--- config.mk ---
export PLATFORM = sky130hd
export DESIGN_NAME = pin_interrupt_inputs
export DESIGN_NICKNAME = d
export VERILOG_FILES = /design/src/core/pin_irq_pkg.sv /design/src/core/pin_interrupt_inputs.sv
export VERILOG_INCLUDE_DIRS = /design/src /design/src/core
export SDC_FILE = /design/constraint.sdc
export NUM_CORES = 1
export LEC_CHECK = 0
export ABC_AREA = 1
export BUFFER_PORTS_ARGS = -buffer_cell sky130_fd_sc_hd__buf_2
export CAP_MARGIN = 10
export CORE_MARGIN = 1
export CORE_UTILIZATION = 35
export DETAILED_ROUTE_END_ITERATION = 8
export HOLD_SLACK_MARGIN = 0.1
export REMOVE_ABC_BUFFERS = 1
export SYNTH_ARGS = -nofsm -noshare
export SYNTH_HDL_FRONTEND = slang
export SYNTH_SLANG_ARGS = --single-unit
--- constraint.sdc ---
create_clock -name i_mclk -period 3.55 [get_ports i_mclk]
set_input_delay 1.065 -clock i_mclk [delete_from_list [all_inputs] [get_ports i_mclk]]
set_output_delay 1.065 -clock i_mclk [all_outputs]
set_load 0.02 [all_outputs]
--- src/core/pin_irq_cfg.svh ---
`ifndef PIN_IRQ_CFG_SVH
`define PIN_IRQ_CFG_SVH

// ****************************************
// Edge flag bit positions, widths and reset values
// ****************************************
`define EDGE_FALL_A_BIT 0
`define EDGE_FALL_B_BIT 1
`define EDGE_FALL_C_BIT 2
`define CAPTURE_FLAG_BIT 3
`define EDGE_RISE_A_BIT 4
`define LEVEL_FLAG_BIT 7
`define EDGE_FLAG_WIDTH 8
`define EDGE_FLAG_RESET 8'h00
`define TIMER_WIDTH 16
`define TIMER_RESET 16'h0000

// ****************************************
// Capture edge select codes
// ****************************************
`define CAP_SEL_OFF 2'h0
`define CAP_SEL_RISE 2'h1
`define CAP_SEL_FALL 2'h2
`define CAP_SEL_BOTH 2'h3

`endif

--- src/core/pin_irq_pkg.sv ---
package pin_irq_pkg;

  typedef struct packed {
    logic irq_select;
    logic abort_enable;
  } bus_ctrl_s;

  typedef struct packed {
    logic maskable;
    logic nonmaskable;
    logic abort;
  } cpu_req_s;

  typedef enum logic [1:0] {
    SYNC_IDLE = 2'b00,
    SYNC_RUN = 2'b01
  } sync_state_e;

endpackage

--- src/core/pin_interrupt_inputs.sv ---
`timescale 1ns/1ps
`include "pin_irq_cfg.svh"

module pin_interrupt_inputs
  import pin_irq_pkg::*;
#(
  parameter int TIMER_W = `TIMER_WIDTH
) (
  // Clock and reset
  input wire logic i_mclk,
  input wire logic i_arst_n,
  // Pins
  input wire logic i_falling_edge_input_a,
  input wire logic i_falling_edge_input_b,
  input wire logic i_falling_edge_input_c,
  input wire logic i_rising_edge_input_a,
  input wire logic i_capture_pin,
  input wire logic i_p41_pin,
  input wire logic i_p40_pin,
  // Control
  input wire bus_ctrl_s i_bus_ctrl,
  input wire logic [1:0] i_capture_edge_sel,
  input wire logic [`EDGE_FLAG_WIDTH-1:0] i_interrupt_enable_register,
  input wire logic [`EDGE_FLAG_WIDTH-1:0] i_flag_clear,
  input wire logic i_cpu_irq_disable,
  input wire logic [TIMER_W-1:0] i_capture_timer_count,
  // Status and requests
  output logic [`EDGE_FLAG_WIDTH-1:0] o_interrupt_flag_register,
  output logic [TIMER_W-1:0] o_capture_timer_latch,
  output logic o_p41_gpio_in,
  output logic o_p40_gpio_in,
  output cpu_req_s o_cpu_req,
  output logic o_nmi_pulse
);

  // ****************************************
  // Pin synchronisers
  // ****************************************
  localparam int NPIN = 7;
  logic [NPIN-1:0] pin_raw;
  logic [NPIN-1:0] sync1_reg, sync1_next;
  logic [NPIN-1:0] sync2_reg, sync2_next;
  logic [NPIN-1:0] prev_reg, prev_next;
  logic [NPIN-1:0] fall_evt, rise_evt;

  assign pin_raw = {i_p40_pin, i_p41_pin, i_capture_pin, i_rising_edge_input_a,
                    i_falling_edge_input_c, i_falling_edge_input_b,
                    i_falling_edge_input_a};

  always_comb begin
    sync1_next = pin_raw;
    sync2_next = sync1_reg;
    prev_next = sync2_reg;
  end

  always_ff @(posedge i_mclk or negedge i_arst_n) begin
    if (!i_arst_n) begin
      sync1_reg <= {NPIN{1'b1}};
      sync2_reg <= {NPIN{1'b1}};
      prev_reg <= {NPIN{1'b1}};
    end else begin
      sync1_reg <= sync1_next;
      sync2_reg <= sync2_next;
      prev_reg <= prev_next;
    end
  end

  // One-shot edge pulses
  genvar g;
  generate
    for (g = 0; g < NPIN; g++) begin : g_edge
      assign fall_evt[g] = prev_reg[g] & ~sync2_reg[g];
      assign rise_evt[g] = ~prev_reg[g] & sync2_reg[g];
    end
  endgenerate

  function automatic logic cap_hit(input logic [1:0] sel, input logic r, input logic f);
    unique case (sel)
      `CAP_SEL_OFF: cap_hit = 1'b0;
      `CAP_SEL_RISE: cap_hit = r;
      `CAP_SEL_FALL: cap_hit = f;
      `CAP_SEL_BOTH: cap_hit = r | f;
    endcase
  endfunction

  // ****************************************
  // Flags, capture and requests
  // ****************************************
  logic [`EDGE_FLAG_WIDTH-1:0] flag_reg, flag_next, set_vec;
  logic [TIMER_W-1:0] latch_reg, latch_next;
  logic cap_evt, level_low;
  cpu_req_s req_reg, req_next;
  logic nmi_reg, nmi_next;
  logic p41_reg, p41_next, p40_reg, p40_next;

  assign cap_evt = cap_hit(i_capture_edge_sel, rise_evt[4], fall_evt[4]);
  assign level_low = i_bus_ctrl.irq_select & ~sync2_reg[5];

  always_comb begin
    set_vec = '0;
    set_vec[`EDGE_FALL_A_BIT] = fall_evt[0];
    set_vec[`EDGE_FALL_B_BIT] = fall_evt[1];
    set_vec[`EDGE_FALL_C_BIT] = fall_evt[2];
    set_vec[`CAPTURE_FLAG_BIT] = cap_evt;
    set_vec[`EDGE_RISE_A_BIT] = rise_evt[3];
    flag_next = (flag_reg & ~i_flag_clear) | set_vec;
    flag_next[`LEVEL_FLAG_BIT] = level_low;
    latch_next = cap_evt ? i_capture_timer_count : latch_reg;
    req_next.maskable = ~i_cpu_irq_disable & |(flag_reg & i_interrupt_enable_register);
    req_next.nonmaskable = i_bus_ctrl.irq_select & fall_evt[6];
    req_next.abort = i_bus_ctrl.abort_enable & ~sync2_reg[6];
    nmi_next = req_next.nonmaskable;
    p41_next = i_bus_ctrl.irq_select ? 1'b1 : sync2_reg[5];
    p40_next = (i_bus_ctrl.irq_select | i_bus_ctrl.abort_enable) ? 1'b1 : sync2_reg[6];
  end

  always_ff @(posedge i_mclk or negedge i_arst_n) begin
    if (!i_arst_n) begin
      flag_reg <= `EDGE_FLAG_RESET;
      latch_reg <= TIMER_W'(`TIMER_RESET);
      req_reg <= '0;
      nmi_reg <= 1'b0;
      p41_reg <= 1'b1;
      p40_reg <= 1'b1;
    end else begin
      flag_reg <= flag_next;
      latch_reg <= latch_next;
      req_reg <= req_next;
      nmi_reg <= nmi_next;
      p41_reg <= p41_next;
      p40_reg <= p40_next;
    end
  end

  assign o_interrupt_flag_register = flag_reg;
  assign o_capture_timer_latch = latch_reg;
  assign o_cpu_req = req_reg;
  assign o_nmi_pulse = nmi_reg;
  assign o_p41_gpio_in = p41_reg;
  assign o_p40_gpio_in = p40_reg;
endmodule

==> flow_summary.ini, run 1 <==
[run_status]
outcome = finished clean

[worst_setup_path]
cp_max_fo = 1
worst_path_max_delay_cell = dfstp_2
worst_path_largest_cell_delay_ns = 0.52
arrival_ns = 0.96
critPathLaunchType = register
reg2reg_setup_slack_ns = 1.84
rr_startpoint = prev_reg[4]
crit_family = flip-flops
rr_worst_depth = 7
path_cells = buf_2
critPathKind = reg2out
timing.critical_path.buf_inv = 1
required_ns = 2.48
rr_endpoint = o_capture_timer_latch[15]
end_kind = output pin

[cts]
clkLatencyLatePin_ns = 0.30
cts_buffer_depth = 2
cts_sinks = 49
post_cts_buffers = 0
path_clk_slew_ns = 0.09
holdBufCountCts = 0
root_buffer = clkbuf_8
numCtsBuffers = 5
cts_tree = yes
cts_htree_levels = 2
ctsResizeCount = 0

[logic_synthesis]
synth.top_cells.by_count = nand2_1 (38), dfrtp_1 (27), dfstp_2 (22), inv_1 (16), nand3_1 (16)
yosysTopAreaCellShare_pct = 37.8
ys.flop_type = dfrtp_1
yosys.cell_count.top_type = nand2_1
post-synth-top-area-cell = dfrtp_1
synth_cell_type_count = 19
ys_seq_elements = 49
synth_edf_count = 0
syn_inst = 155
avgSynthCellArea_um2 = 11.5
yosys_warnings = 0
synth-async-reset-ratio_pct = 100
synth_top_cells_by_area = dfrtp_1 (38%), dfstp_2 (32%), nand2_1 (8.0%)
ys_seq_area_share_pct = 70.2
synth_area_mm2 = 0.00179

[timing]
setup-violations-final = 0
setup_ws_ns = 1.52
finClkSkew_ns = 0.00521
tightestPinTransition_ns = 0.959
hold_violations = 0
max_freq_mhz = 493
max-slew-margin-rel_pct = 36.0
hold_slack_ns = 0.358
timing.final.crit_share_pct = 57.1
drv_slew = 0
rsz0062_at_grt = no
min_period_ns = 2.03
fin_setup_tns_ns = 0

[global_routing]
grt_pass1_vias = 1225
grt_pass1_wl_um = 5160
grt_max_degree = 46
grt.overflow.total = 0
grt_util_all_layers_pct = 13.2
antenna_found_initial = 0

[power_and_ir_drop]
p_leak_nw = 1.24
peakVddDrop_v = 0.000246
power_mw = 1.18
internal_power_uw = 835
pwr-share-clk_pct = 27.2
seq_power_share_pct = 55.3
switchingPower_uw = 340
powerDensity_mw_per_mm2 = 509
swShare_pct = 28.9
p_comb_share_pct = 17.5

[placement]
pre_cts_slack_ns = 1.50
port-buffer-count = 74
gp_congestion = 0.677
hpwl_um = 2320

[routing]
dr.pass1.iters = 4
routedWlPerCell_um = 11.1
drc = 0
postRouteAntennaNets = 0
via_count = 1280
drt-total-wl_um = 3340
viasPerCell = 4.24
drt_iter0_drc = 63

[layout]
fill_cells = 467
largest_reg_flops = 16
drive_above_1_share_pct = 51.9
nets = 282
antenna_cells = 0
area_delta_synth_final_pct = 29.3

[die]
num_io_pins = 76
fp.dieW_um = 73.4
die_area_mm2 = 0.00539
start_util_pct = 37.1
die_h_um = 73.4
coreArea_mm2 = 0.00482
fp-row-count = 25

[hold_path]
hold_path_class = reg2reg
hold_start = sync1_reg[2]
holdPathEnd = prev_next[2]
whs_path_depth = 0

[flow_run]
drv_cap = 0
## layout by cell type (no fill, tap or decap), drive strengths merged
master and count:
dfstp 22, or2 1, nor2 9, buf 76
nand3 17, o22ai 4, inv 17, clkbuf 5
a21oi 1, nand2 50, ha 2, o211ai 1
clkinvlp 3, dfrtp 27
## metrics by stage
| stage | instances | cell area [um^2] | util [%] |
|---|---|---|---|
| after floorplan | 151 | 1750 | - |
| after global placement | 294 | 2220 | 46.0 |
| after detailed placement | 294 | 2220 | 46.0 |
| after CTS | 302 | 2310 | 47.9 |
| after global routing | 302 | 2310 | 47.9 |
| final | 302 | 2310 | 47.9 |
## power by group through the flow
stage	combinational, mW	clock (mW)	sequential, mW
2_1_floorplan	0.0591	0	0.710
3_3_place_gp	0.204	0	0.658
3_5_place_dp	0.209	0	0.658
4_1_cts	0.209	0.335	0.650
5_1_grt	0.227	0.358	0.657
6_report	0.206	0.320	0.650
## worst max path at each step
stage	cells after the start	to	slack [ns]	startpoint
2_1_floorplan	6	o_capture_timer_latch[15]	1.80	i_capture_edge_sel[0]
3_3_place_gp	7	o_capture_timer_latch[6]	1.53	i_capture_edge_sel[0]
3_5_place_dp	7	o_capture_timer_latch[4]	1.50	i_capture_edge_sel[0]
4_1_cts	1	o_p40_gpio_in	1.50	o_p40_gpio_in
5_1_grt	1	o_p40_gpio_in	1.48	o_p40_gpio_in
6_report	1	o_p40_gpio_in	1.52	o_p40_gpio_in
## per-layer routing
layer / share of wire, % / track usage, % / vias up
li1: - / - / 634
met1: 45 / 15.1 / 574
met2: 43 / 21.4 / 67
met3: 11 / 6.17 / 5
met4: 1.4 / 5.13 / 0
met5: 0 / 0 / -
## layout make-up
| cell class | count | area, um^2 | area share [%] |
|---|---|---|---|
| Timing Repair Buffer | 76 | 385 | 16.7 |
| Clock inverter | 3 | 22.5 | 0.976 |
| Sequential cell | 49 | 1250 | 54.3 |
| Tap cell | 67 | 83.8 | 3.63 |
| Inverter | 17 | 63.8 | 2.76 |
| Clock buffer | 5 | 68.8 | 2.98 |
| Multi-Input combinational cell | 85 | 430 | 18.6 |
## logic make-up after synthesis
logic type / share of synthesized area, %
and+or+nand+nor: 20.6
DFF: 70.2
buffers and inverters: 5.68
AOI/OAI and AO/OA: 2.10
adders and majority gates: 1.40
Note: power is estimated with default switching activity, not from simulation.
==> inputs of run 2 (changes only) <==
Clock period 3.55 ns to 2.1 ns, I/O delays scaled along.
==> run 2 against run 1 <==
Against the previous run: sequential cell count stayed put; core utilization is 0.60 points higher; critical path type is now reg2reg; critical path depth is 6 higher.
==> flow_summary.ini, run 2 (synthesis results as in run 1) <==
[run_status]
outcome = finished clean

[timing]
timing.final.crit_share_pct = 79.8
hold_violations = 0
setup-violations-final = 0
setup_ws_ns = 0.425
hold_slack_ns = 0.299
finClkSkew_ns = 0.00799
rsz0062_at_grt = no
min_period_ns = 1.68
fin_setup_tns_ns = 0
drv_slew = 0
max_freq_mhz = 597
max-slew-margin-rel_pct = 66.1
tightestPinTransition_ns = 0.509

[global_routing]
grt_max_degree = 29
grt_util_all_layers_pct = 13.6
grt.overflow.total = 0
grt_pass1_vias = 1252
grt_pass1_wl_um = 5430
antenna_found_initial = 0

[cts]
cts_buffer_depth = 2
clkLatencyLatePin_ns = 0.29
holdBufCountCts = 0
root_buffer = clkbuf_8
cts_htree_levels = 2
cts_tree = yes
cts_sinks = 49
post_cts_buffers = 0
numCtsBuffers = 5
path_clk_slew_ns = 0.09
ctsResizeCount = 0

[hold_path]
hold_path_class = in2async

[worst_setup_path]
rr_worst_depth = 7
cp_max_fo = 18
required_ns = 2.34
path_cells = inv_1, ha_1, nand2_1, nand3_4, nand2_4, nand2_1, nand2_1
end_kind = register
critPathKind = reg2reg
arrival_ns = 1.91
timing.critical_path.buf_inv = 1
cp.depth = 7
worst_path_max_delay_cell = dfstp_2
crit_top_cell = nand2_1
worst_path_largest_cell_delay_ns = 0.54
critPathLaunchType = register
crit_family = simple AND/OR/NAND/NOR gates

[routing]
via_count = 1272
dr.pass1.iters = 4
drt_iter0_drc = 49
drt-total-wl_um = 3240
viasPerCell = 4.23
routedWlPerCell_um = 10.8
drc = 0
postRouteAntennaNets = 0

[die]
fp-row-count = 25
start_util_pct = 37.1
die_h_um = 73.4
coreArea_mm2 = 0.00482
die_area_mm2 = 0.00539
num_io_pins = 76
fp.dieW_um = 73.4

[layout]
final_cell_mix = buf_2 (74), nand2_1 (38), dfrtp_1 (27)
area_delta_synth_final_pct = 30.9
postLayoutCellArea_mm2 = 0.00234
drive_above_1_share_pct = 51.7
final_core_util_pct = 48.5
antenna_cells = 0
fill_cells = 474
final_common_cell = buf_2
largest_reg_flops = 16
nets = 281

[placement]
port-buffer-count = 74
pre_cts_slack_ns = 0.413
placed_area_mm2 = 0.00222
hpwl_um = 2340
gp_congestion = 0.674

[power_and_ir_drop]
powerDensity_mw_per_mm2 = 900
peakVddDrop_v = 0.000404
p_leak_nw = 1.26

[flow_run]
drv_cap = 0
[run 2: cell count changes in the layout (fill, tap and decap cells not counted), sizes merged]
cell      before  now
buf           76   75
clkinv         0    1
clkinvlp       3    1
bufinv         0    1
[run 2: worst paths after layout]
kind	from	to	slack, ns
min in group i_mclk	sync1_reg[2]	prev_next[2]	0.36
max in group asynchronous	i_arst_n	prev_reg[0]	1.21
setup / recovery	prev_reg[4]	o_capture_timer_latch[2]	0.42
hold reg to reg	sync1_reg[2]	prev_next[2]	0.36
hold / removal	i_arst_n	o_capture_timer_latch[9]	0.30
setup reg to reg	prev_reg[4]	o_capture_timer_latch[2]	0.42
[run 2: stage by stage]
step,power (mW),cells
after floorplan,1.30,151
after global placement,1.46,293
after detailed placement,1.47,293
after CTS,2.14,301
after global routing,2.22,301
final,2.10,301
[run 2: layout make-up]
cell class                      instances  area (um^2)  share of cell area, %
Multi-Input combinational cell         85          430                   18.4
Tap cell                               67         83.8                   3.59
Sequential cell                        49         1250                   53.6
Timing Repair Buffer                   75          390                   16.7
Inverter                               17         63.8                   2.73
Clock inverter                          3         46.3                   1.98
Clock buffer                            5         68.8                   2.94
[run 2: metal layers]
metal	GRT usage (%)	wire, um	up-vias
met1	16.2	1510	568
met5	0	0	-
met3	5.90	334	5
met4	4.49	26	0
li1	-	-	631
met2	22.2	1370	68
[run 2: where the power goes]
| part | total (mW) | switching [mW] | internal (mW) | leakage, nW |
|---|---|---|---|---|
| clock | 0.660 | 0.304 | 0.356 | 0.0543 |
| combinational | 0.347 | 0.217 | 0.129 | 0.637 |
| sequential | 1.10 | 0.0457 | 1.05 | 0.569 |
| total | 2.10 | 0.567 | 1.54 | 1.26 |
